[src/fmpg_regs.svh]
`ifndef FMPG_REGS_SVH
`define FMPG_REGS_SVH

`define FMPG_OFS_FAULT_MASK_B 8'hA3
`define FMPG_OFS_PG_SEL_A     8'hA4
`define FMPG_OFS_PG_SEL_B     8'hA5

`define FMPG_FM_AUX1_BIT      4
`define FMPG_FM_TERM_BIT      3
`define FMPG_FM_LOAD_SWITCH_B_SECOND_BIT      2
`define FMPG_FM_LOAD_SWITCH_B_FIRST_BIT      1
`define FMPG_FM_AUX3_BIT      0
`define FMPG_FM_RSV6_BIT      6
`define FMPG_FM_RSV5_BIT      5
`define FMPG_FM_RO_MASK       8'h80

`define FMPG_SA_AUX2_BIT      7
`define FMPG_SA_SWA_BIT       6
`define FMPG_SA_SD6_BIT       5
`define FMPG_SA_SD5_BIT       4
`define FMPG_SA_SD4_BIT       3
`define FMPG_SA_SD3_BIT       2
`define FMPG_SA_SD2_BIT       1
`define FMPG_SA_SD1_BIT       0

`define FMPG_SB_CTL5_BIT      7
`define FMPG_SB_CTL4_BIT      6
`define FMPG_SB_CTL2_BIT      5
`define FMPG_SB_CONTROL_INPUT_1_BIT      4
`define FMPG_SB_TERM_BIT      3
`define FMPG_SB_SHR_BIT       2
`define FMPG_SB_LOAD_SWITCH_B_FIRST_BIT      1
`define FMPG_SB_AUX3_BIT      0

`define FMPG_RST_REG          8'h00

`endif

[src/fmpg_pkg.sv]
package fmpg_pkg;
	typedef logic [7:0] fmpg_byte_t;
	typedef enum logic [1:0] {
		FMPG_LOAD = 2'b01,
		FMPG_RUN  = 2'b10
	} fmpg_state_t;
endpackage

[src/fmpg_and_tree.sv]
`timescale 1ns/1ns
module fmpg_and_tree #(
	parameter int N = 8
) (
	input  wire logic [N-1:0] i_good,
	input  wire logic [N-1:0] i_exclude,
	output logic              o_all_good
);
	// Excluded inputs count as good
	assign o_all_good = &(i_good | i_exclude);
endmodule

[src/fmpg_top.sv]
`timescale 1ns/1ns
`include "fmpg_regs.svh"
// Function
// - Mask bit4 blocks aux reg1 fault shutdown
// - Mask bit3 blocks term reg fault shutdown
// - Mask bit2 blocks switch B2 fault shutdown
// - Mask bit1 blocks switch B1 fault shutdown
// - Mask bit0 blocks aux reg3 fault shutdown
// - Select A bit7 excludes aux reg2 good
// - Select A bit6 excludes switch A good
// - Select A bits5..3 exclude stepdown 6..4
// - Select A bits2..0 exclude stepdown 3..1
// - Select B bits7,6 exclude control pins 5,4
// - Select B bits5,4 exclude control pins 2,1
// - Select B bit3 excludes term reg good
// - Select B bit2 excludes shared rail good
// - Select B bit1 excludes switch B1 good
// - Select B bit0 excludes aux reg3 good
module fmpg_top (
	input  wire logic              i_core_clk,
	input  wire logic              i_rst,
	input  wire logic              i_otp_valid,
	input  wire fmpg_pkg::fmpg_byte_t i_otp_fault_mask_b,
	input  wire fmpg_pkg::fmpg_byte_t i_otp_pg_sel_a,
	input  wire fmpg_pkg::fmpg_byte_t i_otp_pg_sel_b,
	input  wire logic              i_wr_en,
	input  wire logic              i_rd_en,
	input  wire logic [7:0]        i_addr,
	input  wire fmpg_pkg::fmpg_byte_t i_wdata,
	output fmpg_pkg::fmpg_byte_t   o_rdata,
	output logic                   o_rvalid,
	input  wire logic              i_aux_reg_1_fault,
	input  wire logic              i_term_reg_fault,
	input  wire logic              i_load_switch_b_second_fault,
	input  wire logic              i_load_switch_b_first_fault,
	input  wire logic              i_aux_reg_3_fault,
	input  wire logic [5:0]        i_stepdown_rail_pg,
	input  wire logic              i_load_switch_a_pg,
	input  wire logic              i_aux_reg_2_pg,
	input  wire logic              i_aux_reg_3_pg,
	input  wire logic              i_load_switch_b_first_pg,
	input  wire logic              i_shared_rail_pg,
	input  wire logic              i_term_reg_pg,
	input  wire logic [3:0]        i_control_input,
	output logic [4:0]             o_shutdown_enable,
	output logic                   o_fault_shutdown,
	output logic                   o_pgood_out_1,
	output logic                   o_cfg_loaded
);
	import fmpg_pkg::*;

	typedef struct packed {
		fmpg_state_t state;
		fmpg_byte_t  fault_mask_b;
		fmpg_byte_t  pg_sel_a;
		fmpg_byte_t  pg_sel_b;
		fmpg_byte_t  rdata;
		logic        rvalid;
		logic [4:0]  shdn_en;
		logic        fault_shdn;
		logic        pgood;
		logic        loaded;
	} fmpg_core_t;

	fmpg_core_t cur;
	fmpg_core_t next_cur;
	logic       tree_good;
	logic [4:0] fault_vec;
	logic [7:0] pg_sel_a_in;
	logic [7:0] pg_sel_b_in;

	// Order follows select register bit positions
	assign pg_sel_a_in = {i_aux_reg_2_pg, i_load_switch_a_pg,
		i_stepdown_rail_pg[5], i_stepdown_rail_pg[4], i_stepdown_rail_pg[3],
		i_stepdown_rail_pg[2], i_stepdown_rail_pg[1], i_stepdown_rail_pg[0]};
	assign pg_sel_b_in = {i_control_input[3], i_control_input[2],
		i_control_input[1], i_control_input[0], i_term_reg_pg,
		i_shared_rail_pg, i_load_switch_b_first_pg, i_aux_reg_3_pg};
	assign fault_vec = {i_aux_reg_1_fault, i_term_reg_fault,
		i_load_switch_b_second_fault, i_load_switch_b_first_fault, i_aux_reg_3_fault};

	// Both select registers feed one good tree
	fmpg_and_tree #(
		.N (16)
	) u_tree (
		.i_good     ({pg_sel_b_in, pg_sel_a_in}),
		.i_exclude  ({cur.pg_sel_b, cur.pg_sel_a}),
		.o_all_good (tree_good)
	);

	always_comb begin
		next_cur = cur;
		next_cur.rvalid = 1'b0;
		case (cur.state)
			FMPG_LOAD: begin
				if (i_otp_valid) begin
					next_cur.fault_mask_b = i_otp_fault_mask_b & ~`FMPG_FM_RO_MASK;
					next_cur.pg_sel_a = i_otp_pg_sel_a;
					next_cur.pg_sel_b = i_otp_pg_sel_b;
					next_cur.loaded = 1'b1;
					next_cur.state = FMPG_RUN;
				end
			end
			FMPG_RUN: begin
				if (i_wr_en) begin
					case (i_addr)
						`FMPG_OFS_FAULT_MASK_B: begin
							// Reserved bits 6,5 stored as written by host
							next_cur.fault_mask_b = i_wdata & ~`FMPG_FM_RO_MASK;
						end
						`FMPG_OFS_PG_SEL_A: begin
							next_cur.pg_sel_a = i_wdata;
						end
						`FMPG_OFS_PG_SEL_B: begin
							next_cur.pg_sel_b = i_wdata;
						end
						default: begin
						end
					endcase
				end
				if (i_rd_en) begin
					next_cur.rvalid = 1'b1;
					case (i_addr)
						`FMPG_OFS_FAULT_MASK_B: next_cur.rdata = cur.fault_mask_b;
						`FMPG_OFS_PG_SEL_A:     next_cur.rdata = cur.pg_sel_a;
						`FMPG_OFS_PG_SEL_B:     next_cur.rdata = cur.pg_sel_b;
						default:                next_cur.rdata = 8'h00;
					endcase
				end
			end
			default: begin
				next_cur.state = FMPG_LOAD;
			end
		endcase
		// Mask bit set means fault may not shut down
		next_cur.shdn_en[4] = ~cur.fault_mask_b[`FMPG_FM_AUX1_BIT];
		next_cur.shdn_en[3] = ~cur.fault_mask_b[`FMPG_FM_TERM_BIT];
		next_cur.shdn_en[2] = ~cur.fault_mask_b[`FMPG_FM_LOAD_SWITCH_B_SECOND_BIT];
		next_cur.shdn_en[1] = ~cur.fault_mask_b[`FMPG_FM_LOAD_SWITCH_B_FIRST_BIT];
		next_cur.shdn_en[0] = ~cur.fault_mask_b[`FMPG_FM_AUX3_BIT];
		next_cur.fault_shdn = cur.loaded & |(fault_vec & cur.shdn_en);
		// Tree covers both select registers
		next_cur.pgood = cur.loaded & tree_good;
	end

	always_ff @(posedge i_core_clk or posedge i_rst) begin
		if (i_rst) begin
			cur.state <= FMPG_LOAD;
			cur.fault_mask_b <= `FMPG_RST_REG;
			cur.pg_sel_a <= `FMPG_RST_REG;
			cur.pg_sel_b <= `FMPG_RST_REG;
			cur.rdata <= 8'h00;
			cur.rvalid <= 1'b0;
			cur.shdn_en <= 5'h1F;
			cur.fault_shdn <= 1'b0;
			cur.pgood <= 1'b0;
			cur.loaded <= 1'b0;
		end else begin
			cur <= next_cur;
		end
	end

	assign o_rdata = cur.rdata;
	assign o_rvalid = cur.rvalid;
	assign o_shutdown_enable = cur.shdn_en;
	assign o_fault_shutdown = cur.fault_shdn;
	assign o_pgood_out_1 = cur.pgood;
	assign o_cfg_loaded = cur.loaded;

	aux1_mask_a: assert property (@(posedge i_core_clk) disable iff (i_rst)
		(cur.loaded && i_aux_reg_1_fault && !cur.fault_mask_b[4] && cur.shdn_en[4])
		|=> o_fault_shutdown)
		else $error("aux reg1 fault did not shut down");
	term_mask_a: assert property (@(posedge i_core_clk) disable iff (i_rst)
		$rose(cur.fault_mask_b[3]) |=> !o_shutdown_enable[3])
		else $error("term reg mask not applied");
	load_switch_b_second_mask_a: assert property (@(posedge i_core_clk) disable iff (i_rst)
		$fell(cur.fault_mask_b[2]) |=> o_shutdown_enable[2])
		else $error("switch b2 mask not cleared");
	load_switch_b_first_mask_a: assert property (@(posedge i_core_clk) disable iff (i_rst)
		(cur.fault_mask_b[1] && cur.shdn_en[1:0] == 2'b00 && cur.shdn_en[4:2] == 3'b000)
		|=> !o_fault_shutdown)
		else $error("masked faults caused shutdown");
	aux3_mask_a: assert property (@(posedge i_core_clk) disable iff (i_rst)
		(cur.loaded && i_aux_reg_3_fault && cur.shdn_en[0]) |=> o_fault_shutdown)
		else $error("aux reg3 fault ignored");
	pg_tree_a: assert property (@(posedge i_core_clk) disable iff (i_rst)
		(cur.loaded && (&(pg_sel_a_in | cur.pg_sel_a)) && (&(pg_sel_b_in | cur.pg_sel_b)))
		|=> o_pgood_out_1)
		else $error("power good output low with all good");
	pg_bad_a: assert property (@(posedge i_core_clk) disable iff (i_rst)
		(!i_aux_reg_2_pg && !cur.pg_sel_a[7]) |=> !o_pgood_out_1)
		else $error("aux reg2 bad not reflected");
	ctl_bad_a: assert property (@(posedge i_core_clk) disable iff (i_rst)
		(!i_control_input[3] && !cur.pg_sel_b[7]) |=> !o_pgood_out_1)
		else $error("control pin5 low not reflected");
	bit7_zero_a: assert property (@(posedge i_core_clk) disable iff (i_rst)
		i_rd_en && cur.state == FMPG_RUN && i_addr == `FMPG_OFS_FAULT_MASK_B
		|=> o_rvalid && !o_rdata[7])
		else $error("mask bit7 not zero");

	// Included bad inputs pull the tree low
	swa_bad_a: assert property (@(posedge i_core_clk) disable iff (i_rst)
		(!i_load_switch_a_pg && !cur.pg_sel_a[`FMPG_SA_SWA_BIT]) |=> !o_pgood_out_1)
		else $error("switch a bad not reflected");
	sd6_bad_a: assert property (@(posedge i_core_clk) disable iff (i_rst)
		(!i_stepdown_rail_pg[5] && !cur.pg_sel_a[`FMPG_SA_SD6_BIT]) |=> !o_pgood_out_1)
		else $error("stepdown6 bad not reflected");
	sd5_bad_a: assert property (@(posedge i_core_clk) disable iff (i_rst)
		(!i_stepdown_rail_pg[4] && !cur.pg_sel_a[`FMPG_SA_SD5_BIT]) |=> !o_pgood_out_1)
		else $error("stepdown5 bad not reflected");
	sd4_bad_a: assert property (@(posedge i_core_clk) disable iff (i_rst)
		(!i_stepdown_rail_pg[3] && !cur.pg_sel_a[`FMPG_SA_SD4_BIT]) |=> !o_pgood_out_1)
		else $error("stepdown4 bad not reflected");
	sd3_bad_a: assert property (@(posedge i_core_clk) disable iff (i_rst)
		(!i_stepdown_rail_pg[2] && !cur.pg_sel_a[`FMPG_SA_SD3_BIT]) |=> !o_pgood_out_1)
		else $error("stepdown3 bad not reflected");
	sd2_bad_a: assert property (@(posedge i_core_clk) disable iff (i_rst)
		(!i_stepdown_rail_pg[1] && !cur.pg_sel_a[`FMPG_SA_SD2_BIT]) |=> !o_pgood_out_1)
		else $error("stepdown2 bad not reflected");
	sd1_bad_a: assert property (@(posedge i_core_clk) disable iff (i_rst)
		(!i_stepdown_rail_pg[0] && !cur.pg_sel_a[`FMPG_SA_SD1_BIT]) |=> !o_pgood_out_1)
		else $error("stepdown1 bad not reflected");
	ctl4_bad_a: assert property (@(posedge i_core_clk) disable iff (i_rst)
		(!i_control_input[2] && !cur.pg_sel_b[`FMPG_SB_CTL4_BIT]) |=> !o_pgood_out_1)
		else $error("control pin4 low not reflected");
	ctl2_bad_a: assert property (@(posedge i_core_clk) disable iff (i_rst)
		(!i_control_input[1] && !cur.pg_sel_b[`FMPG_SB_CTL2_BIT]) |=> !o_pgood_out_1)
		else $error("control pin2 low not reflected");
	control_input_1_bad_a: assert property (@(posedge i_core_clk) disable iff (i_rst)
		(!i_control_input[0] && !cur.pg_sel_b[`FMPG_SB_CONTROL_INPUT_1_BIT]) |=> !o_pgood_out_1)
		else $error("control pin1 low not reflected");
	term_bad_a: assert property (@(posedge i_core_clk) disable iff (i_rst)
		(!i_term_reg_pg && !cur.pg_sel_b[`FMPG_SB_TERM_BIT]) |=> !o_pgood_out_1)
		else $error("term reg bad not reflected");
	shared_bad_a: assert property (@(posedge i_core_clk) disable iff (i_rst)
		(!i_shared_rail_pg && !cur.pg_sel_b[`FMPG_SB_SHR_BIT]) |=> !o_pgood_out_1)
		else $error("shared rail bad not reflected");
	load_switch_b_first_bad_a: assert property (@(posedge i_core_clk) disable iff (i_rst)
		(!i_load_switch_b_first_pg && !cur.pg_sel_b[`FMPG_SB_LOAD_SWITCH_B_FIRST_BIT]) |=> !o_pgood_out_1)
		else $error("switch b1 bad not reflected");
	aux3_bad_a: assert property (@(posedge i_core_clk) disable iff (i_rst)
		(!i_aux_reg_3_pg && !cur.pg_sel_b[`FMPG_SB_AUX3_BIT]) |=> !o_pgood_out_1)
		else $error("aux reg3 bad not reflected");

	// Writes land in the addressed register
	mask_write_a: assert property (@(posedge i_core_clk) disable iff (i_rst)
		(cur.state == FMPG_RUN && i_wr_en && i_addr == `FMPG_OFS_FAULT_MASK_B)
		|=> cur.fault_mask_b == ($past(i_wdata) & 8'h7F))
		else $error("fault mask write lost");
	sel_a_write_a: assert property (@(posedge i_core_clk) disable iff (i_rst)
		(cur.state == FMPG_RUN && i_wr_en && i_addr == `FMPG_OFS_PG_SEL_A)
		|=> cur.pg_sel_a == $past(i_wdata))
		else $error("select a write lost");
	sel_b_write_a: assert property (@(posedge i_core_clk) disable iff (i_rst)
		(cur.state == FMPG_RUN && i_wr_en && i_addr == `FMPG_OFS_PG_SEL_B)
		|=> cur.pg_sel_b == $past(i_wdata))
		else $error("select b write lost");

	// Reads return the stored value
	sel_a_read_a: assert property (@(posedge i_core_clk) disable iff (i_rst)
		(cur.state == FMPG_RUN && i_rd_en && i_addr == `FMPG_OFS_PG_SEL_A)
		|=> o_rvalid && o_rdata == $past(cur.pg_sel_a))
		else $error("select a read wrong");
	sel_b_read_a: assert property (@(posedge i_core_clk) disable iff (i_rst)
		(cur.state == FMPG_RUN && i_rd_en && i_addr == `FMPG_OFS_PG_SEL_B)
		|=> o_rvalid && o_rdata == $past(cur.pg_sel_b))
		else $error("select b read wrong");
	mask_read_a: assert property (@(posedge i_core_clk) disable iff (i_rst)
		(cur.state == FMPG_RUN && i_rd_en && i_addr == `FMPG_OFS_FAULT_MASK_B)
		|=> o_rdata == $past(cur.fault_mask_b))
		else $error("fault mask read wrong");

	// Shutdown enables follow the mask bits
	aux1_en_a: assert property (@(posedge i_core_clk) disable iff (i_rst)
		1'b1 |=> o_shutdown_enable[4] == !$past(cur.fault_mask_b[4]))
		else $error("aux reg1 enable wrong");
	term_en_a: assert property (@(posedge i_core_clk) disable iff (i_rst)
		1'b1 |=> o_shutdown_enable[3] == !$past(cur.fault_mask_b[3]))
		else $error("term reg enable wrong");
	load_switch_b_second_en_a: assert property (@(posedge i_core_clk) disable iff (i_rst)
		1'b1 |=> o_shutdown_enable[2] == !$past(cur.fault_mask_b[2]))
		else $error("switch b2 enable wrong");
	load_switch_b_first_en_a: assert property (@(posedge i_core_clk) disable iff (i_rst)
		1'b1 |=> o_shutdown_enable[1] == !$past(cur.fault_mask_b[1]))
		else $error("switch b1 enable wrong");
	aux3_en_a: assert property (@(posedge i_core_clk) disable iff (i_rst)
		1'b1 |=> o_shutdown_enable[0] == !$past(cur.fault_mask_b[0]))
		else $error("aux reg3 enable wrong");

	// Unmasked faults shut down, masked ones never
	term_flt_a: assert property (@(posedge i_core_clk) disable iff (i_rst)
		(cur.loaded && i_term_reg_fault && cur.shdn_en[3]) |=> o_fault_shutdown)
		else $error("term reg fault ignored");
	load_switch_b_second_flt_a: assert property (@(posedge i_core_clk) disable iff (i_rst)
		(cur.loaded && i_load_switch_b_second_fault && cur.shdn_en[2]) |=> o_fault_shutdown)
		else $error("switch b2 fault ignored");
	load_switch_b_first_flt_a: assert property (@(posedge i_core_clk) disable iff (i_rst)
		(cur.loaded && i_load_switch_b_first_fault && cur.shdn_en[1]) |=> o_fault_shutdown)
		else $error("switch b1 fault ignored");
	masked_flt_a: assert property (@(posedge i_core_clk) disable iff (i_rst)
		((fault_vec & cur.shdn_en) == 5'h00) |=> !o_fault_shutdown)
		else $error("masked fault caused shutdown");
endmodule

[config.mk]
export PLATFORM = sky130hd
export DESIGN_NAME = fmpg_top
export DESIGN_NICKNAME = d
export VERILOG_FILES = /design/src/fmpg_pkg.sv /design/src/fmpg_and_tree.sv /design/src/fmpg_top.sv
export VERILOG_INCLUDE_DIRS = /design/src
export SDC_FILE = /design/constraint.sdc
export NUM_CORES = 1
export LEC_CHECK = 0
export BUFFER_PORTS_ARGS = -buffer_cell sky130_fd_sc_hd__buf_2
export CAP_MARGIN = 25
export CORE_MARGIN = 1.5
export CORE_UTILIZATION = 35
export DETAILED_ROUTE_END_ITERATION = 6
export PLACE_DENSITY_LB_ADDON = 0.12
export SLEW_MARGIN = 20
export SYNTH_ARGS = -nofsm -noshare
export SYNTH_HDL_FRONTEND = slang
export SYNTH_SLANG_ARGS = --single-unit
[constraint.sdc]
create_clock -name i_core_clk -period 2.38 [get_ports i_core_clk]
set_input_delay 0.357 -clock i_core_clk [delete_from_list [all_inputs] [get_ports i_core_clk]]
set_output_delay 0.357 -clock i_core_clk [all_outputs]
set_load 0.005 [all_outputs]
==> results list <==
- Once detail routing completed, the nets flagged for antenna violations numbered 0.
- Starting utilization of the core area: 0.362
- The clock tree synthesis step divided the H-tree into 2 levels.
* IR Drop Worst-Case VDD: approximately 0.00033 V
* Clock sink count: 42
- Routed vias/inst: 4.95
- Summing every instance area after synthesis gives ~2100 um^2.
* Standard-cell row count: 28
* DP Cell Count: 366
* Number of diodes: 0
- The floorplan step defined a die boundary enclosing between 6000 and 7000 um^2.
* Clock tree from TritonCTS: yes
- Synthesis-to-finish area growth: 22.6%
- Residual overflow from global routing: 0
- On the final layout, the worst clock skew is 4.63 ps.
* Portion of the post-synthesis area used by sequential elements: 0.494
* Post-CTS Hold Buffers: 0
- For the worst setup path, the data arrival time is slightly below 2000 ps.
- Pwr Density: roughly 1000 nW/um^2
* Share of the cycle needed by the critical path after routing: 0.743
- Starting DRC count in detailed routing: 107
* Share of post-route cells with drive strength above 1: 0.348
- Once layout is complete, the cells apart from fillers number 374.
- Top Ports: 83
- Cts bufs inserted: 5
- Floorplan core area: 5920 um^2
- At the pin with the least slew margin, the transition time is 626 ps.
- Nature of the critical path endpoint: register
- Count of nets after finishing: between 300 and 400
- Entering global routing, the biggest net connects between 40 and 50 pins.
* Top library cells by usage in the layout, fill and taps aside: buf_2 (81), a21oi_1 (44), dfrtp_1 (36), o21ai_0 (25), o21ai_1 (16)
* Count of buffers added by post-CTS timing repair for setup: 0
- Clock latency of the later-clocked register in the worst-skew pair: 290 ps
* Post-layout minimum cycle time: about 1800 ps
- The number of antenna violations at the first check in global routing was 0.
- In the global route stage, overall resource usage came out at 0.179.
- CP startpoint kind: register
- Synth Net Count: approximately 300
- Counting the fill cells in the layout gives 629.
- Tightest slew margin relative to the limit: 0.583
* Setup repair after global routing missed its margin: no
* Number of synthesized register bits: 42
- Chip height: 81.2 um
* Leak pwr: about 1.3 nW
- Setup violations remaining at the end of the flow were counted as 0.
- DRC errors left: 0
* Cell count after synthesis: roughly 230
- Quantity of gates resized following cts: 0
* Final wirelength: roughly 5400 um
- Max capacitance violation total: 0
* Clock slew seen by the registers of the worst setup and hold paths: approximately 80 ps
- Leaving out fill and tap cells, the most frequent cell in the layout is buf_2.
* Number of distinct standard cells referenced by the synthesized netlist: 32
* Outcome: complete, no violations
- Data on the critical path is required at its endpoint by 2550 ps.
- Smallest hold slack: 181 ps
- Initial DRT Pass Iterations: 5
- The via count of the first global-routing pass is about 1,800.
- Hold/Removal Path Class: in -> async
- Yosys warns: 0
- Total number of vias: about 1,900
- Number of hold-slack violations in the final timing report: 0
- Maximum fanout along the worst path: 15
* Maximum buffer depth of the clock tree: 2
* Final HPWL DP: 4160 um
- Die W: between 80 and 90 um
- The first global-routing pass estimated roughly 8700 um of wire.
- The final number of max-transition violations was 0.
- WL/cell: approximately 14 um
- CTS placed an instance of clkbuf_8 at the clock tree root.
- Port Buffers: 81
- Post-route setup TNS: 0 ps
- A synthesized cell averages roughly 9.3 um^2.
* Final GP Congestion: 0.797
* Fmax: approximately 570 MHz
- The worst setup path is of the reg -> reg kind.
-- flip-flops by register name (all words and copies together) (netlist names) --
register	cells
cur	25
o_rdata	8
o_shutdown_enable	5
o_cfg_loaded	1
o_fault_shutdown	1
o_pgood_out_1	1
o_rvalid	1
-- area by class of cell --
class | instances | area [um^2] | share of cell area
Multi-Input combinational cell | 156 | 901 | 0.343
Clock buffer | 8 | 110 | 0.0419
Sequential cell | 42 | 1060 | 0.403
Tap cell | 75 | 93.8 | 0.0357
Timing Repair Buffer | 84 | 428 | 0.163
Inverter | 9 | 33.8 | 0.0129
-- critical path, cell delays in order, from the launching register on --
cell	delay, ps
dfrtp_1	350
nor2b_2	180
buf_4	240
o41a_1	380
or2_1	360
o21ai_1	120
-- synthesized netlist by cell type, drive strengths merged --
cell type	number	area, um^2
a21oi	45	225
o21ai	41	205
dfrtp	36	901
buf	17	133
nor2	15	56.3
nand2	12	45.0
and2	9	56.3
inv	9	33.8
mux2i	8	80.1
o22ai	7	43.8
dfstp	6	158
clkbuf	5	18.8
or2	3	18.8
nand2b	2	20.0
o41a	2	22.5
a21boi	1	7.51
a21o	1	7.51
a222oi	1	10.0
a22oi	1	7.51
and3b	1	8.76
nand3	1	5.00
nand3b	1	7.51
nand4	1	6.26
nand4bb	1	27.5
nor2b	1	8.76
nor4	1	6.26
o31ai	1	21.3
-- power by group --
group	total (W)	internal [W]	switching [W]
clock	0.000532	0.000293	0.000239
combinational	0.000945	0.000391	0.000554
sequential	0.00119	0.00101	0.000172
-- per-stage QoR --
step	utilization	instance area [um^2]	setup slack, ps	power [W]
after floorplan	-	2140	786	0.00190
after global placement	0.424	2510	231	0.00214
after detailed placement	0.424	2510	223	0.00216
after CTS	0.443	2620	289	0.00269
after global routing	0.443	2630	517	0.00287
final	0.443	2630	612	0.00266
-- worst paths after layout --
| path | start | depth (start not counted) | slack (ps) | endpoint |
|---|---|---|---|---|
| min in group i_core_clk | i_otp_pg_sel_a[7] | 3 | 320 | cur[32]$_DFFE_PP0P_ |
| worst min-delay path | i_rst | 3 | 180 | o_cfg_loaded$_DFFE_PP0P_ |
| worst max register to register | cur[42]$_DFFE_PP0P_ | 5 | 610 | cur[17]$_DFFE_PP0P_ |
| max in group asynchronous | i_rst | 3 | 1830 | cur[41]$_DFFE_PP1P_ |
| worst min register to register | cur[37]$_DFFE_PP0P_ | 1 | 420 | o_shutdown_enable[4]$_DFF_PP1_ |
| worst max-delay path | cur[42]$_DFFE_PP0P_ | 5 | 610 | cur[17]$_DFFE_PP0P_ |
-- routing by layer --
layer  vias up  track usage  part of all wire
met1       852        0.241              0.45
met2        63        0.281              0.47
li1        932            -                 -
met5         -            0                 0
met4         0       0.0500             0.010
met3         6       0.0494             0.064
-- logic make-up after synthesis --
logic type             share of synthesized area
AOI/OAI and AO/OA                          0.257
and+or+nand+nor                            0.124
DFF                                        0.494
buffers and inverters                     0.0865
muxes                                     0.0374
(Power assumes the default switching activity.)
